$ cat config.mk
export PLATFORM = sky130hd
export DESIGN_NAME = power_state_status_and_wake_source
export DESIGN_NICKNAME = d
export VERILOG_FILES = /design/src/rtl/pwr_status_pkg.sv /design/src/rtl/power_state_status_and_wake_source.sv /design/src/rtl/level_sync.sv /design/src/rtl/state_code_filter.sv
export SDC_FILE = /design/constraint.sdc
export NUM_CORES = 1
export LEC_CHECK = 0
export ABC_AREA = 1
export BUFFER_PORTS_ARGS = -buffer_cell sky130_fd_sc_hd__buf_2
export CAP_MARGIN = 0
export CORE_MARGIN = 4
export CORE_UTILIZATION = 41
export CTS_CLUSTER_DIAMETER = 150
export DETAILED_ROUTE_END_ITERATION = 16
export PLACE_DENSITY = 0.81
export SYNTH_ARGS = -nofsm -noshare
export SYNTH_HDL_FRONTEND = slang
export SYNTH_SLANG_ARGS = --single-unit
$ cat constraint.sdc
create_clock -name clk_i -period 1.2 [get_ports clk_i]
set_input_delay 0.18 -clock clk_i [delete_from_list [all_inputs] [get_ports clk_i]]
set_output_delay 0.18 -clock clk_i [all_outputs]
set_load 0.1 [all_outputs]
$ cat src/rtl/pwr_status_pkg.sv
// constants for the power status and wake source register bank
package pwr_status_pkg;
  // register indices as printed; byte address is four times the index
  localparam logic [15:0] SYS_STATUS_IDX = 16'h400D;
  localparam logic [15:0] ON_CAUSE_IDX = 16'h400E;
  localparam int ADDR_W = 18;
  localparam logic [17:0] SYS_STATUS_ADDR = {SYS_STATUS_IDX, 2'b00};
  localparam logic [17:0] ON_CAUSE_ADDR = {ON_CAUSE_IDX, 2'b00};
  localparam logic [15:0] REG_RESET = 16'h0000;
  localparam logic [31:0] UNMAPPED_DATA = 32'h0000_0000;
  // system status fields
  localparam int THW_BIT = 15;
  localparam int BATT_BIT = 10;
  localparam int WALL_BIT = 9;
  localparam int USB_BIT = 8;
  localparam int STATE_MSB = 4;
  // on-cause fields
  localparam int ON_VS_WAKE_BIT = 15;
  localparam int GPIO_BIT = 11;
  localparam int LOW_SUPPLY_BIT = 10;
  localparam int CHG_BIT = 8;
  localparam int WDOG_WAKE_BIT = 7;
  localparam int SW_WAKE_BIT = 6;
  localparam int RTC_BIT = 5;
  localparam int ON_PIN_BIT = 4;
  localparam int CNV_UV_BIT = 3;
  localparam int RST_SW_BIT = 2;
  localparam int RST_HW_BIT = 1;
  localparam int RST_WDOG_BIT = 0;
  // cause input vector layout (index into cause_i)
  localparam int C_GPIO = 0;
  localparam int C_LOW_SUPPLY = 1;
  localparam int C_CHG = 2;
  localparam int C_WDOG = 3;
  localparam int C_RTC = 4;
  localparam int C_ON_PIN = 5;
  localparam int C_CNV_UV = 6;
  localparam int C_RST_SW = 7;
  localparam int C_RST_HW = 8;
  localparam int C_RST_WDOG = 9;
  // host cleared the chip sleep control
  localparam int C_SW_WAKE = 10;
  localparam int CAUSE_W = 11;
  // main state codes
  localparam logic [4:0] ST_OFF = 5'h00;
  localparam logic [4:0] ST_ON_CHECK = 5'h01;
  localparam logic [4:0] ST_OTP_LOAD_DONE = 5'h02;
  localparam logic [4:0] ST_OTP_READ = 5'h03;
  localparam logic [4:0] ST_EXT_CFG_LOAD = 5'h04;
  localparam logic [4:0] ST_EXT_CFG_DONE = 5'h05;
  localparam logic [4:0] ST_BANDGAP_SETTLE = 5'h06;
  localparam logic [4:0] ST_OTP_PROGRAM_START = 5'h09;
  localparam logic [4:0] ST_FIRST_POWER_DOWN = 5'h0A;
  localparam logic [4:0] ST_PROGRAM = 5'h0B;
  localparam logic [4:0] ST_PROGRAM_DONE = 5'h0C;
  localparam logic [4:0] ST_OTP_WRITE = 5'h0D;
  localparam logic [4:0] ST_OTP_VERIFY = 5'h0E;
  localparam logic [4:0] ST_VERIFY_DONE = 5'h0F;
  localparam logic [4:0] ST_SHUTDOWN_OTP_RELOAD = 5'h10;
  localparam logic [4:0] ST_SHUTDOWN = 5'h13;
  localparam logic [4:0] ST_SECOND_POWER_DOWN = 5'h18;
  localparam logic [4:0] ST_RESET = 5'h1A;
  localparam logic [4:0] ST_SLEEP = 5'h1C;
  localparam logic [4:0] ST_SLEEP_DELAY = 5'h1D;
  localparam logic [4:0] ST_RESET_CHECK = 5'h1E;
  localparam logic [4:0] ST_ACTIVE = 5'h1F;
endpackage : pwr_status_pkg

$ cat src/rtl/power_state_status_and_wake_source.sv
// power status and on/wake cause register bank with wishbone slave
// What this block does
// - thermal flag set while temperature above threshold
// - bit 10 shows battery supplying current
// - bit 9 shows wall adaptor present
// - bit 8 shows usb supply present
// - bits 4:0 show main state code
// - active, sleep, shutdown, reset codes reported
// - bit 15 records on versus wake
// - bit 11 records gpio cause
// - bit 10 records low supply wake only
// - bit 8 records charger wake cause
// - bit 7 records watchdog wake cause
// - bit 6 records software wake request
// - bit 5 records alarm cause
// - bit 4 records on pin cause
// - bit 3 records converter undervoltage reset
// - bit 2 records software reset cause
// - bit 1 records hardware reset cause
// - bit 0 records watchdog reset cause
// - state machine clears causes, writes ignored
`timescale 1ns/1ps
`default_nettype none
module power_state_status_and_wake_source (
  input wire logic clk_i,
  input wire logic rst_i,
  // classic wishbone slave
  input wire logic wb_cyc_i,
  input wire logic wb_stb_i,
  input wire logic wb_we_i,
  input wire logic [17:0] wb_adr_i,
  input wire logic [3:0] wb_sel_i,
  input wire logic [31:0] wb_dat_i,
  output logic [31:0] wb_dat_o,
  output logic wb_ack_o,
  // asynchronous status levels from analogue blocks
  input wire logic thermal_warning_flag_i,
  input wire logic battery_supplying_flag_i,
  input wire logic wall_adaptor_present_flag_i,
  input wire logic usb_supply_present_flag_i,
  // from the power state machine, same clock
  input wire logic [4:0] main_state_i,
  input wire logic event_i,
  input wire logic on_vs_wake_flag_i,
  input wire logic [pwr_status_pkg::CAUSE_W-1:0] cause_i,
  // copies of the two registers
  output logic [15:0] system_condition_status_o,
  output logic [15:0] power_on_cause_record_o
);

  // ==========================================================
  // synchronised status levels
  logic thw_s;
  logic batt_s;
  logic wall_s;
  logic usb_s;
  logic [4:0] state_rep;

  level_sync u_sync_thw (
    .clk_i(clk_i),
    .rst_i(rst_i),
    .d_i(thermal_warning_flag_i),
    .q_o(thw_s)
  );
  level_sync u_sync_batt (
    .clk_i(clk_i),
    .rst_i(rst_i),
    .d_i(battery_supplying_flag_i),
    .q_o(batt_s)
  );
  level_sync u_sync_wall (
    .clk_i(clk_i),
    .rst_i(rst_i),
    .d_i(wall_adaptor_present_flag_i),
    .q_o(wall_s)
  );
  level_sync u_sync_usb (
    .clk_i(clk_i),
    .rst_i(rst_i),
    .d_i(usb_supply_present_flag_i),
    .q_o(usb_s)
  );

  // unlisted state codes are reported as zero
  state_code_filter u_state_filter (
    .code_i(main_state_i),
    .code_o(state_rep)
  );

  // ==========================================================
  // system status register
  logic [15:0] status_ff;
  logic [15:0] nxt_status;

  // live levels, reserved bits zero
  always_comb begin
    nxt_status = pwr_status_pkg::REG_RESET;
    nxt_status[pwr_status_pkg::THW_BIT] = thw_s;
    nxt_status[pwr_status_pkg::BATT_BIT] = batt_s;
    nxt_status[pwr_status_pkg::WALL_BIT] = wall_s;
    nxt_status[pwr_status_pkg::USB_BIT] = usb_s;
    nxt_status[pwr_status_pkg::STATE_MSB:0] = state_rep;
  end

  always_ff @(posedge clk_i) begin
    if (rst_i) begin
      status_ff <= pwr_status_pkg::REG_RESET;
    end else begin
      status_ff <= nxt_status;
    end
  end

  // ==========================================================
  // on/wake cause record
  logic [15:0] cause_ff;
  logic [15:0] nxt_cause;

  // each event replaces the whole record, so only the latest causes remain
  always_comb begin
    nxt_cause = pwr_status_pkg::REG_RESET;
    nxt_cause[pwr_status_pkg::ON_VS_WAKE_BIT] = on_vs_wake_flag_i;
    nxt_cause[pwr_status_pkg::GPIO_BIT] = cause_i[pwr_status_pkg::C_GPIO];
    // low supply may only wake, never a full on
    nxt_cause[pwr_status_pkg::LOW_SUPPLY_BIT] = cause_i[pwr_status_pkg::C_LOW_SUPPLY] & ~on_vs_wake_flag_i;
    nxt_cause[pwr_status_pkg::CHG_BIT] = cause_i[pwr_status_pkg::C_CHG];
    nxt_cause[pwr_status_pkg::WDOG_WAKE_BIT] = cause_i[pwr_status_pkg::C_WDOG];
    // state machine flags the wake that followed the host clearing sleep
    nxt_cause[pwr_status_pkg::SW_WAKE_BIT] = cause_i[pwr_status_pkg::C_SW_WAKE];
    nxt_cause[pwr_status_pkg::RTC_BIT] = cause_i[pwr_status_pkg::C_RTC];
    nxt_cause[pwr_status_pkg::ON_PIN_BIT] = cause_i[pwr_status_pkg::C_ON_PIN];
    nxt_cause[pwr_status_pkg::CNV_UV_BIT] = cause_i[pwr_status_pkg::C_CNV_UV];
    nxt_cause[pwr_status_pkg::RST_SW_BIT] = cause_i[pwr_status_pkg::C_RST_SW];
    nxt_cause[pwr_status_pkg::RST_HW_BIT] = cause_i[pwr_status_pkg::C_RST_HW];
    nxt_cause[pwr_status_pkg::RST_WDOG_BIT] = cause_i[pwr_status_pkg::C_RST_WDOG];
  end

  // updated only by the state machine event, bus writes never touch it
  always_ff @(posedge clk_i) begin
    if (rst_i) begin
      cause_ff <= pwr_status_pkg::REG_RESET;
    end else if (event_i) begin
      cause_ff <= nxt_cause;
    end
  end

  // ==========================================================
  // wishbone slave, registered ack gives one wait state, ack drops after one cycle
  logic ack_ff;
  logic [31:0] dat_ff;
  logic [31:0] nxt_dat;
  logic req;

  assign req = wb_cyc_i & wb_stb_i & ~ack_ff;

  // read mux; writes are accepted and discarded
  always_comb begin
    case (wb_adr_i)
      pwr_status_pkg::SYS_STATUS_ADDR: nxt_dat = {16'h0000, status_ff};
      pwr_status_pkg::ON_CAUSE_ADDR: nxt_dat = {16'h0000, cause_ff};
      default: nxt_dat = pwr_status_pkg::UNMAPPED_DATA;
    endcase
  end

  always_ff @(posedge clk_i) begin
    if (rst_i) begin
      ack_ff <= 1'b0;
    end else begin
      ack_ff <= req;
    end
  end

  always_ff @(posedge clk_i) begin
    if (rst_i) begin
      dat_ff <= pwr_status_pkg::UNMAPPED_DATA;
    end else if (req) begin
      dat_ff <= wb_we_i ? pwr_status_pkg::UNMAPPED_DATA : nxt_dat;
    end
  end

  assign wb_ack_o = ack_ff;
  assign wb_dat_o = dat_ff;
  assign system_condition_status_o = status_ff;
  assign power_on_cause_record_o = cause_ff;

endmodule : power_state_status_and_wake_source
`default_nettype wire

$ cat src/rtl/level_sync.sv
// two-flop synchroniser for one asynchronous level
`timescale 1ns/1ps
`default_nettype none
module level_sync (
  input wire logic clk_i,
  input wire logic rst_i,
  input wire logic d_i,
  output logic q_o
);
  logic meta_ff;
  // first stage feeds only the second stage
  always_ff @(posedge clk_i) begin
    if (rst_i) begin
      meta_ff <= 1'b0;
      q_o <= 1'b0;
    end else begin
      meta_ff <= d_i;
      q_o <= meta_ff;
    end
  end
endmodule : level_sync
`default_nettype wire

$ cat src/rtl/state_code_filter.sv
// maps a raw main state code to a reported code, unlisted codes read zero
`timescale 1ns/1ps
`default_nettype none
module state_code_filter (
  input wire logic [4:0] code_i,
  output logic [4:0] code_o
);
  // only listed codes pass through
  always_comb begin
    case (code_i)
      pwr_status_pkg::ST_OFF,
      pwr_status_pkg::ST_ON_CHECK,
      pwr_status_pkg::ST_OTP_LOAD_DONE,
      pwr_status_pkg::ST_OTP_READ,
      pwr_status_pkg::ST_EXT_CFG_LOAD,
      pwr_status_pkg::ST_EXT_CFG_DONE,
      pwr_status_pkg::ST_BANDGAP_SETTLE,
      pwr_status_pkg::ST_OTP_PROGRAM_START,
      pwr_status_pkg::ST_FIRST_POWER_DOWN,
      pwr_status_pkg::ST_PROGRAM,
      pwr_status_pkg::ST_PROGRAM_DONE,
      pwr_status_pkg::ST_OTP_WRITE,
      pwr_status_pkg::ST_OTP_VERIFY,
      pwr_status_pkg::ST_VERIFY_DONE,
      pwr_status_pkg::ST_SHUTDOWN_OTP_RELOAD,
      pwr_status_pkg::ST_SHUTDOWN,
      pwr_status_pkg::ST_SECOND_POWER_DOWN,
      pwr_status_pkg::ST_RESET,
      pwr_status_pkg::ST_SLEEP,
      pwr_status_pkg::ST_SLEEP_DELAY,
      pwr_status_pkg::ST_RESET_CHECK,
      pwr_status_pkg::ST_ACTIVE: code_o = code_i;
      default: code_o = pwr_status_pkg::ST_OFF;
    endcase
  end
endmodule : state_code_filter
`default_nettype wire

### After elaboration in Yosys (flattened, before gate mapping)

Index checks and enable logic that the tools add are counted.

| storage, ports and cells | value |
|---|---|
| register bits after elaboration | 69 |
| input port bits | 81 |
| logic and storage cells | 48 |

| operators by class | value |
|---|---|
| equality and inequality tests | 23 |
| muxes and demuxes | 2 |
| bitwise logic cells | 6 |
| reductions and logical operators | 3 |

Operators with widths:

| kind | count |
|---|---|
| $eq A5 B5 Y1 const B | 8 |
| $eq A18 B17 Y1 const B | 2 |
| $eq A5 B4 Y1 const B | 7 |
| $mux W32 | 1 |
| $pmux W16 S2 | 1 |
| $reduce_or A22 Y1 | 1 |
| $eq A5 B3 Y1 const B | 3 |
| $eq A5 B2 Y1 const B | 2 |
| $eq A5 B1 Y1 const B | 1 |
| $logic_not A5 Y1 | 1 |
| $and A1 B1 Y1 | 3 |
| $not A1 Y1 | 3 |
| $reduce_or A2 Y1 | 1 |

### Logic depth before layout (Yosys ltp)

Gate-level depths: netlist (run 1).

| logic depth | value |
|---|---|
| word-level depth | 4 |
| depth in mapped cells | 9 |

### Hierarchy

Synthesis (run 1) repeated with hierarchy kept, for this count alone.

| second synthesis, totals | value |
|---|---|
| cell total of the unflattened synthesis | 289 |
| area total of the unflattened synthesis | 2039.5 µm² |

By module, submodules not included:

| module | instances | cells each | area an instance (µm²) |
|---|---|---|---|
| power_state_status_and_wake_source | 1 | 244 | 1732.9 |
| level_sync | 4 | 6 | 55.1 |
| state_code_filter | 1 | 21 | 86.3 |

### Worst setup path before layout (run 1)

OpenSTA, ideal clock, no wires.

| timing path | value |
|---|---|
| path type | register to register |
| start | register ack_ff, in the netlist wb_ack_o |
| end | register dat_ff[3], in the netlist wb_dat_o[3] |
| arrival | 1.679 ns |
| data required time | 1.135 ns |
| slack | -0.544 ns |
| cell stages (with the launch flop) | 8 |
| path buffers | 1 |
| period minus slack after synthesis | 1.744 ns |
| path through | dfxtp_1 -> inv_2 -> nand3_2 -> clkbuf_1 -> nand2_1 -> nand2_1 -> nor2_1 -> nor2_1 |

| on the way | value |
|---|---|
| longest elaborated chain between the ends | 2 |

RTL lines:

| what | RTL line | source |
|---|---|---|
| start: declaration | power_state_status_and_wake_source.sv:148 | `logic ack_ff;` |
| start signal: assignment | power_state_status_and_wake_source.sv:168 | `ack_ff <= req;` |
| $not A1 Y1 | power_state_status_and_wake_source.sv:153 | `assign req = wb_cyc_i & wb_stb_i & ~ack_ff;` |
| $and A1 B1 Y1 | power_state_status_and_wake_source.sv:153 |  |
| end signal: assignment | power_state_status_and_wake_source.sv:174 | `dat_ff <= pwr_status_pkg::UNMAPPED_DATA;` |
| end signal: assignment | power_state_status_and_wake_source.sv:176 | `dat_ff <= wb_we_i ? pwr_status_pkg::UNMAPPED_DATA : nxt_dat;` |
| end: declaration | power_state_status_and_wake_source.sv:149 | `logic [31:0] dat_ff;` |

Every way passes these cells.
A chain may end at the register's enable or synchronous reset.

### Worst setup path in the final report (run 1)

| timing path | value |
|---|---|
| start | register ack_ff, in the netlist wb_ack_o |
| end | register dat_ff[4], in the netlist wb_dat_o[4] |

Same word-level chain as after synthesis.

==> results of run 1 <==
==> tightest hold or removal path, cell delays in order <==
cell    delay, ns
buf_2        0.07
inv_1        0.03
nor2_1       0.06
==> sequential cells by signal (all words and copies together) (netlist names) <==
| name | cells |
|---|---|
| u_sync_thw.q_o | 1 |
| u_sync_batt.meta_ff | 1 |
| u_sync_usb.meta_ff | 1 |
| wb_dat_o | 13 |
| u_sync_thw.meta_ff | 1 |
| system_condition_status_o | 9 |
| u_sync_wall.q_o | 1 |
| power_on_cause_record_o | 12 |
| u_sync_wall.meta_ff | 1 |
| u_sync_usb.q_o | 1 |
| wb_ack_o | 1 |
| u_sync_batt.q_o | 1 |
==> worst paths after layout <==
path	slack (ns)	start	end	cells after the start
worst min-delay path	0.08	thermal_warning_flag_i	u_sync_thw.meta_ff$_SDFF_PP0_	3
worst min register to register	0.40	u_sync_usb.q_o$_SDFF_PP0_	system_condition_status_o[8]$_SDFF_PP0_	2
worst max register to register	0.03	wb_ack_o$_SDFF_PP0_	wb_dat_o[4]$_SDFFE_PP0P_	7
worst max-delay path	0.03	wb_ack_o$_SDFF_PP0_	wb_dat_o[4]$_SDFFE_PP0P_	7
==> kinds of logic (layout without fill, tap and decap cells) <==
logic type / after synthesis / count (layout) / synth area share, %
simple gates: 131 / 131 / 28.11
buf+inv: 84 / 144 / 22.13
flops: 43 / 43 / 42.42
compound gates: 22 / 22 / 7.152
other cells: 1 / 30 / 0.1848
==> power by group through the flow <==
stage	Sequential, mW	Combinational (mW)	Clock (mW)
after floorplan	1.83	0.623	0
after global placement	1.56	1.11	0
after detailed placement	1.57	1.12	0
after CTS	1.53	1.13	1.12
after global routing	1.54	1.20	1.19
final	1.53	1.15	1.09
==> per-layer routing <==
| layer | share of wire (%) | vias to the layer above | routed length (µm) | global-route usage, % |
|---|---|---|---|---|
| li1 | - | 965 | - | - |
| met1 | 36 | 843 | 1896 | 18.48 |
| met4 | 3.0 | 0 | 155 | 6.993 |
| met5 | 0 | - | 0 | 0 |
| met3 | 9.1 | 15 | 478 | 6.995 |
| met2 | 52 | 77 | 2715 | 29.88 |
==> Yosys cell counts (all sizes together) <==
library cell  instances  area share (%)
a211oi                7             2.6
a21oi                12             3.7
buf                  37              13
clkbuf                2            0.37
clkinv                1            0.18
conb                  1            0.18
dfxtp                43              42
inv                  44             8.1
nand2                44             8.4
nand3                 4             1.2
nand4                11             3.7
nor2                 72              15
o21ai                 2            0.49
o21bai                1            0.37
==> area by class of cell <==
class / instances / area [µm²] / share of cell area, %
sequential: 43 / 905.9 / 28.46
inverter: 45 / 168.9 / 5.307
multi-input combinational: 183 / 884.6 / 27.79
clock buffer: 7 / 107.6 / 3.380
timing repair buffer: 91 / 1027 / 32.27
tap: 67 / 83.83 / 2.634
clock inverter: 1 / 5.005 / 0.1572
==> stage by stage <==
stage / util, % / hold slack [ns] / setup slack [ns] / area (µm²)
global route: 66.95 / 0.07997 / -0.05911 / 3183
detailed placement: 62.53 / 0.3872 / -0.1886 / 2973
global placement: 62.53 / 0.3791 / -0.1375 / 2973
CTS: 65.18 / 0.07102 / 0.01159 / 3099
floorplan: - / 0.2776 / -0.08844 / 2185
finish: 66.95 / 0.08061 / 0.02758 / 3183
==> repair_timing <==
item                       CTS  global route
hold endpoints to repair     0             0
buffers inserted             0             5
gates resized for setup      2            13
pin swaps                    0             7
setup endpoints to repair    5            11
==> flow_summary.toml, run 1 <==
[power_and_ir_drop]
power_density_nw_per_um2 = 1186
clockPowerShare_pct = 28.9
pwr-share-comb_pct = 30.5
total_power_mw = 3.774
seqPwrFrac_pct = 40.6
switching_share_pct = 37.74
p_leak_nw = 1.474
internal-power_mw = 2.349
ir_drop_mv = 0.8555
switching_power_mw = 1.424

[die]
fp.dieW_um = 78.36
core_um2 = 4755
num_rows = 25
boundaryPins = 146
initial_core_util_pct = 42.68
dieArea_um2 = 6140
fp.dieH_um = 78.36

[synthesis]
yosysSeqAreaShare_pct = 42.42
avgSynthCellArea_um2 = 7.222
yosys_warnings = 0
synth_seq_cells = 43
yosys.cell_types.count = 24
netlist_area_um2 = 2029
synth_cells = 281

[sta]
hold_viol = 0
finalSetupTns_ns = 0
fmax_mhz = 852.9
layout_min_cycle_time_ns = 1.172
finalClockSkew_ns = 0.003537
rsz0062_at_grt = "yes"
maxSlewViolCount = 0
setup_violations = 0
fin_crit_sh_pct = 97.70

[flow_run]
drv_cap = 0

[min_path]
hold_path_class = "input pin to register"

[grt]
antenna_found_initial = 0
grt_pass1_vias = 1844
track_usage_pct = 17.20
grt_overflow_total = 0
grt_pass1_wl_mm = 8.383
grt_start_max_net_pins = 39

[critical_path]
cp_common_cell = "nor2_1"
arrival_ns = 1.41
critPathCaptureType = "register"
slowest_stage = "dfxtp_4"
required_ns = 1.44
cp_max_fo = 7
cp-start-kind = "register"
critPathMaxStageDelay_ns = 0.37
cp_top_family = "simple AND/OR/NAND/NOR gates"
worstSetupPathType = "register to register"
path_cells = "inv_2, nand3_4, nor2_4, nand4_4, nor2_1, nor2_1, nor2_1"
critPathBufInv = 1

[clock_tree]
cts_buffers = 5
clkLatencyLatePin_ns = 0.30
cts_tree = "built"
root_buffer = "clkbuf_8"
clock_sinks = 43
cts_max_level = 2
ctsHoldBuffers = 0
cts.clk_slew.worst_paths_ns = 0.08
clock_path_buffers = 2

[drt]
firstDrtPassIters = 4
via_per_inst = 4.348
vias = 1900
drc = 0
first_iter_violations = 41
wl_per_cell_um = 12.00
finalWirelength_mm = 5.245
ant_nets = 0

[layout]
areaGrowthSynthToFinish_pct = 56.84
final_common_cell = "nor2_1"
drive_above_1_share_pct = 41.62
fillCellCount = 414
antenna_cells = 0
stdcell_count = 437
nets = 450
layout_common_cells = "nor2_1 (60), buf_2 (44), inv_1 (43)"

[place]
place_hpwl_mm = 4.013
placedCellCount = 424
place_congestion = 0.7945
port_buffers = 79

[outcome]
status = "complete, no violations"
No activity file was read; power rests on OpenSTA's default activity.
==> run 2: changes to the inputs <==
--- a/config.mk
+++ b/config.mk
@@ -10,8 +10,9 @@
 export CAP_MARGIN = 0
 export CORE_MARGIN = 4
-export CORE_UTILIZATION = 41
+export CORE_UTILIZATION = 40
 export CTS_CLUSTER_DIAMETER = 150
 export DETAILED_ROUTE_END_ITERATION = 16
-export PLACE_DENSITY = 0.81
+export PLACE_DENSITY = 0.79
+export RECOVER_POWER = 100
 export SYNTH_ARGS = -nofsm -noshare
 export SYNTH_HDL_FRONTEND = slang
==> constraint.sdc (replaced) <==
create_clock -name clk_i -period 1.2 [get_ports clk_i]
set_input_delay 0.24 -clock clk_i [delete_from_list [all_inputs] [get_ports clk_i]]
set_output_delay 0.24 -clock clk_i [all_outputs]
set_load 0.1 [all_outputs]
==> run 2 against run 1 <==
Routed wire length down 3.6%. Combinational power down 9%. Global-route usage decreased by 1.4 points. Power increased by 3.2%. Cell count is 0.92% lower.
==> flow_summary.toml, run 2 (synthesized netlist as in run 1, its figures left out) <==
[sta]
hold_viol = 0
fmax_mhz = 868.0
fin_crit_sh_pct = 96.01
finalClockSkew_ns = 0.006916
layout_min_cycle_time_ns = 1.152
maxSlewViolCount = 0
setup_violations = 0
rsz0062_at_grt = "yes"

[drt]
first_iter_violations = 43
finalWirelength_mm = 5.057
vias = 1857
drc = 0
ant_nets = 0
firstDrtPassIters = 4
via_per_inst = 4.289
wl_per_cell_um = 11.68

[power_and_ir_drop]
switching_share_pct = 35.77
seqPwrFrac_pct = 39.0
power_density_nw_per_um2 = 1382
switching_power_mw = 1.393
p_leak_nw = 1.368
total_power_mw = 3.895
internal-power_mw = 2.502
pwr-share-comb_pct = 27.0
clockPowerShare_pct = 34.0
ir_drop_mv = 0.8669

[die]
num_rows = 25
core_um2 = 4817
boundaryPins = 146
fp.dieW_um = 79.23
dieArea_um2 = 6277
fp.dieH_um = 79.23
initial_core_util_pct = 42.13

[min_path]
hold_path_class = "input pin to register"

[critical_path]
cp_max_fo = 3
slowest_stage = "dfxtp_1"
cp-start-kind = "register"
path_cells = "buf_6"
cp_top_family = "flip-flops"
worstSetupPathType = "register to primary output"
critPathCaptureType = "primary output"
arrival_ns = 0.91
rrSetupSlack_ns = 0.07
required_ns = 0.96
critPathMaxStageDelay_ns = 0.37
critPathBufInv = 1

[clock_tree]
cts_max_level = 2
cts.clk_slew.worst_paths_ns = 0.08
clock_sinks = 43
cts_tree = "built"
root_buffer = "clkbuf_8"
clkLatencyLatePin_ns = 0.29
post_cts_buffers = 0
clock_path_buffers = 2
ctsHoldBuffers = 0
cts_buffers = 5

[layout]
nets = 446
antenna_cells = 0
final_common_cell = "nor2_1"
drive_above_1_share_pct = 38.80
largest_reg_flops = 13
areaGrowthSynthToFinish_pct = 38.84
utilization_pct = 58.49
layout_common_cells = "nor2_1 (64), inv_1 (43), nand2_1 (42), buf_2 (42), buf_6 (34)"

[grt]
grt_pass1_vias = 1803
antenna_found_initial = 0
track_usage_pct = 15.78
grt_pass1_wl_mm = 7.817
grt_start_max_net_pins = 20
grt_overflow_total = 0

[flow_run]
drv_cap = 0

[place]
port_buffers = 79
place_hpwl_mm = 3.968
place_congestion = 0.7969

[outcome]
status = "complete, no violations"
[run 2: cell count changes in the layout (fill, tap and decap cells not counted), sizes merged]
cell    previous run  this run
buf               91        83
bufinv             0         2
clkbuf             7        10
clkinv             2         1
[run 2: cell type report]
class,count,area [µm²]
inverter,45,168.9
sequential,43,904.6
fill,475,1999
timing repair buffer,87,675.6
clock inverter,2,60.06
clock buffer,6,72.57
multi-input combinational,183,852.1
tap,67,83.83
[run 2: power groups by stage]
stage | registers (mW) | clock network, mW | logic, mW
2_1_floorplan | 1.83 | 0 | 0.623
3_3_place_gp | 1.57 | 0 | 1.11
3_5_place_dp | 1.57 | 0 | 1.12
4_1_cts | 1.53 | 1.34 | 1.12
5_1_grt | 1.53 | 1.40 | 1.10
6_report | 1.52 | 1.32 | 1.05
[run 2: through the flow]
step,setup WS [ns],cell area (µm²),cells,TNS (ns),hold slack (ns)
3_5_place_dp,-0.2662,2968,425,-2.470,0.3869
5_1_grt,-0.03451,2818,433,-0.1750,0.1551
2_1_floorplan,-0.08844,2185,310,-0.08844,0.3376
4_1_cts,0.01604,3114,433,0,0.1417
3_3_place_gp,-0.2146,2968,425,-1.953,0.3817
6_report,0.04787,2818,433,0,0.1500
[run 2: per-layer routing]
| metal | vias up | track usage [%] | part of all wire [%] |
|---|---|---|---|
| met3 | 8 | 5.896 | 9.3 |
| li1 | 955 | - | - |
| met1 | 823 | 15.71 | 36 |
| met4 | 0 | 5.326 | 1.1 |
| met2 | 71 | 29.80 | 53 |
| met5 | - | 0 | 0 |
[run 2: path summary, 6_finish.rpt]
| check | start | endpoint | depth (start not counted) |
|---|---|---|---|
| max | power_on_cause_record_o[15]$_SDFFE_PP0P_ | power_on_cause_record_o[15] | 1 |
| min | thermal_warning_flag_i | u_sync_thw.meta_ff$_SDFF_PP0_ | 3 |
| max reg2reg | wb_ack_o$_SDFF_PP0_ | wb_dat_o[15]$_SDFFE_PP0P_ | 7 |
| min reg2reg | u_sync_thw.q_o$_SDFF_PP0_ | system_condition_status_o[15]$_SDFF_PP0_ | 2 |
[run 2: repair_timing]
item	CTS	global route
endpoints found under the setup margin	7	12
pin swaps	0	0
gates resized for setup	2	2
[run 2: worst reg2reg max path, cell delays in order (launching register included)]
cell	delay, ns
dfxtp_4	0.36
inv_2	0.05
nand3_2	0.09
nor2_4	0.13
nand4_4	0.17
nor2_1	0.14
nor2_1	0.05
nor2_1	0.08
==> run 3: changes to the inputs <==
SETUP_SLACK_MARGIN = 0.2   (was not set)
==> run 3 against run 2 <==
Via count up 3.3%. Sequential power about the same. Sequential share of layout area down 3.9 points. Cell count grew 3.2%. Global-route usage increased by 1.1 points. First-iteration DRC count is 100% higher. Power shrank 7.9%. Critical path type is now register to register.
==> flow_summary.toml, run 3 (synthesized netlist as in run 1, its figures left out) <==
[layout]
fillCellCount = 394
seq_area_um2 = 927.1
multiInputGateArea_um2 = 895.9
antenna_cells = 0
final_common_cell = "nor2_1"
largest_reg_flops = 13
utilization_pct = 68.18
drive_above_1_share_pct = 44.47
layout_common_cells = "nor2_1 (59), buf_2 (44), inv_1 (43)"
design_area_um2 = 3284
areaGrowthSynthToFinish_pct = 61.84
nets = 460
stdcell_count = 447

[critical_path]
rr_startpoint = "wb_ack_o$_SDFF_PP0_"
path_cells = "inv_2, nand3_4, nor2_4, nand4_4, nor2_1, nor2_1, nor2_1"
slowest_stage = "dfxtp_4"
arrival_ns = 1.37
worstSetupPathType = "register to register"
critPathMaxStageDelay_ns = 0.38
cp-start-kind = "register"
critPathCaptureType = "register"
cp_common_cell = "nor2_1"
required_ns = 1.43
critPathBufInv = 1
cp_top_family = "simple AND/OR/NAND/NOR gates"
cp_max_fo = 7
critPathLaunch = "wb_ack_o$_SDFF_PP0_"

[sta]
setup_violations = 0
worst_slack_ns = 0.06110
layout_min_cycle_time_ns = 1.139
finalClockSkew_ns = 0.008424
fmax_mhz = 878.0
rsz0062_at_grt = "yes"
maxSlewViolCount = 0
finalSetupTns_ns = 0
fin_crit_sh_pct = 94.91
hold_viol = 0
hold_slack_ns = 0.1444

[drt]
drc = 0
ant_nets = 0
via_per_inst = 4.293
firstDrtPassIters = 4
vias = 1919
first_iter_violations = 86
finalWirelength_mm = 5.395
wl_per_cell_um = 12.07

[power_and_ir_drop]
switching_share_pct = 39.24
seqPwrFrac_pct = 42.5
pwr-share-comb_pct = 32.9
ir_drop_mv = 0.7730
power_density_nw_per_um2 = 1092
p_leak_nw = 1.528
switching_power_mw = 1.408
clockPowerShare_pct = 24.7
total_power_mw = 3.587
internal-power_mw = 2.179

[grt]
antenna_found_initial = 0
grt_overflow_total = 0
grt_pass1_wl_mm = 8.307
track_usage_pct = 16.92
grt_start_max_net_pins = 39
grt_pass1_vias = 1805

[die]
core_um2 = 4817
fp.dieH_um = 79.23
boundaryPins = 146
initial_core_util_pct = 42.13
dieArea_um2 = 6277
num_rows = 25
fp.dieW_um = 79.23

[clock_tree]
cts_tree = "built"
cts_max_level = 2
cts.clk_slew.worst_paths_ns = 0.08
clock_path_buffers = 2
cts_buffers = 5
clkLatencyLatePin_ns = 0.29
root_buffer = "clkbuf_8"
clock_sinks = 43

[outcome]
status = "complete, no violations"

[min_path]
hold_path_class = "input pin to register"
hold_start = "thermal_warning_flag_i"

[place]
place_congestion = 0.7999
placed_cell_area_um2 = 3068
dp_slack_ns = -0.2197
port_buffers = 79
placedCellCount = 428
place_hpwl_mm = 4.130

[flow_run]
drv_cap = 0
run 3: changes by cell type in the layout (fill, tap and decap cells not counted), sizes merged:
cell	previous run	this run
buf	83	101
bufinv	2	0
clkbuf	10	7
clkinv	1	2
run 3: power by group through the flow:
stage | sequential, mW | combinational, mW | clock, mW
floorplan | 1.83 | 0.631 | 0
CTS | 1.52 | 1.17 | 0.913
global route | 1.53 | 1.23 | 0.964
global placement | 1.56 | 1.13 | 0
finish | 1.52 | 1.18 | 0.885
detailed placement | 1.56 | 1.14 | 0
run 3: final cells by class:
class | count | area share [%]
Clock inverter | 1 | 0.1524
Timing Repair Buffer | 101 | 34.32
Tap cell | 67 | 2.552
Clock buffer | 7 | 2.324
Inverter | 45 | 5.143
Multi-Input combinational cell | 183 | 27.28
Sequential cell | 43 | 28.23
run 3: worst register-to-register path, delay by kind of cell, from the launching register on:
kind | cells | cell delay (ns)
buffers and inverters | 1 | 0.07
flip-flops | 1 | 0.38
AND/OR/NAND/NOR | 6 | 0.63
run 3: layer usage:
metal	track usage (%)	vias to the layer above	routed length, µm
li1	-	988	-
met1	18.47	836	1976
met2	30.56	80	2863
met3	4.762	15	419
met4	6.873	0	136
met5	0	-	0
run 3: repair_timing:
item                                   CTS  global route
resized for setup                        5            11
endpoints found under the hold margin    0             0
setup endpoints to repair               48            48
setup buffers                            9             2
hold buffers                             0             0
pin swaps                                4             4
run 3: worst paths after layout:
kind                                        endpoint  slack (ns)  depth (start not counted)
min                    u_sync_thw.meta_ff$_SDFF_PP0_        0.14                          3
min reg2reg  system_condition_status_o[8]$_SDFF_PP0_        0.40                          2
max                         wb_dat_o[0]$_SDFFE_PP0P_        0.06                          7
max reg2reg                 wb_dat_o[0]$_SDFFE_PP0P_        0.06                          7
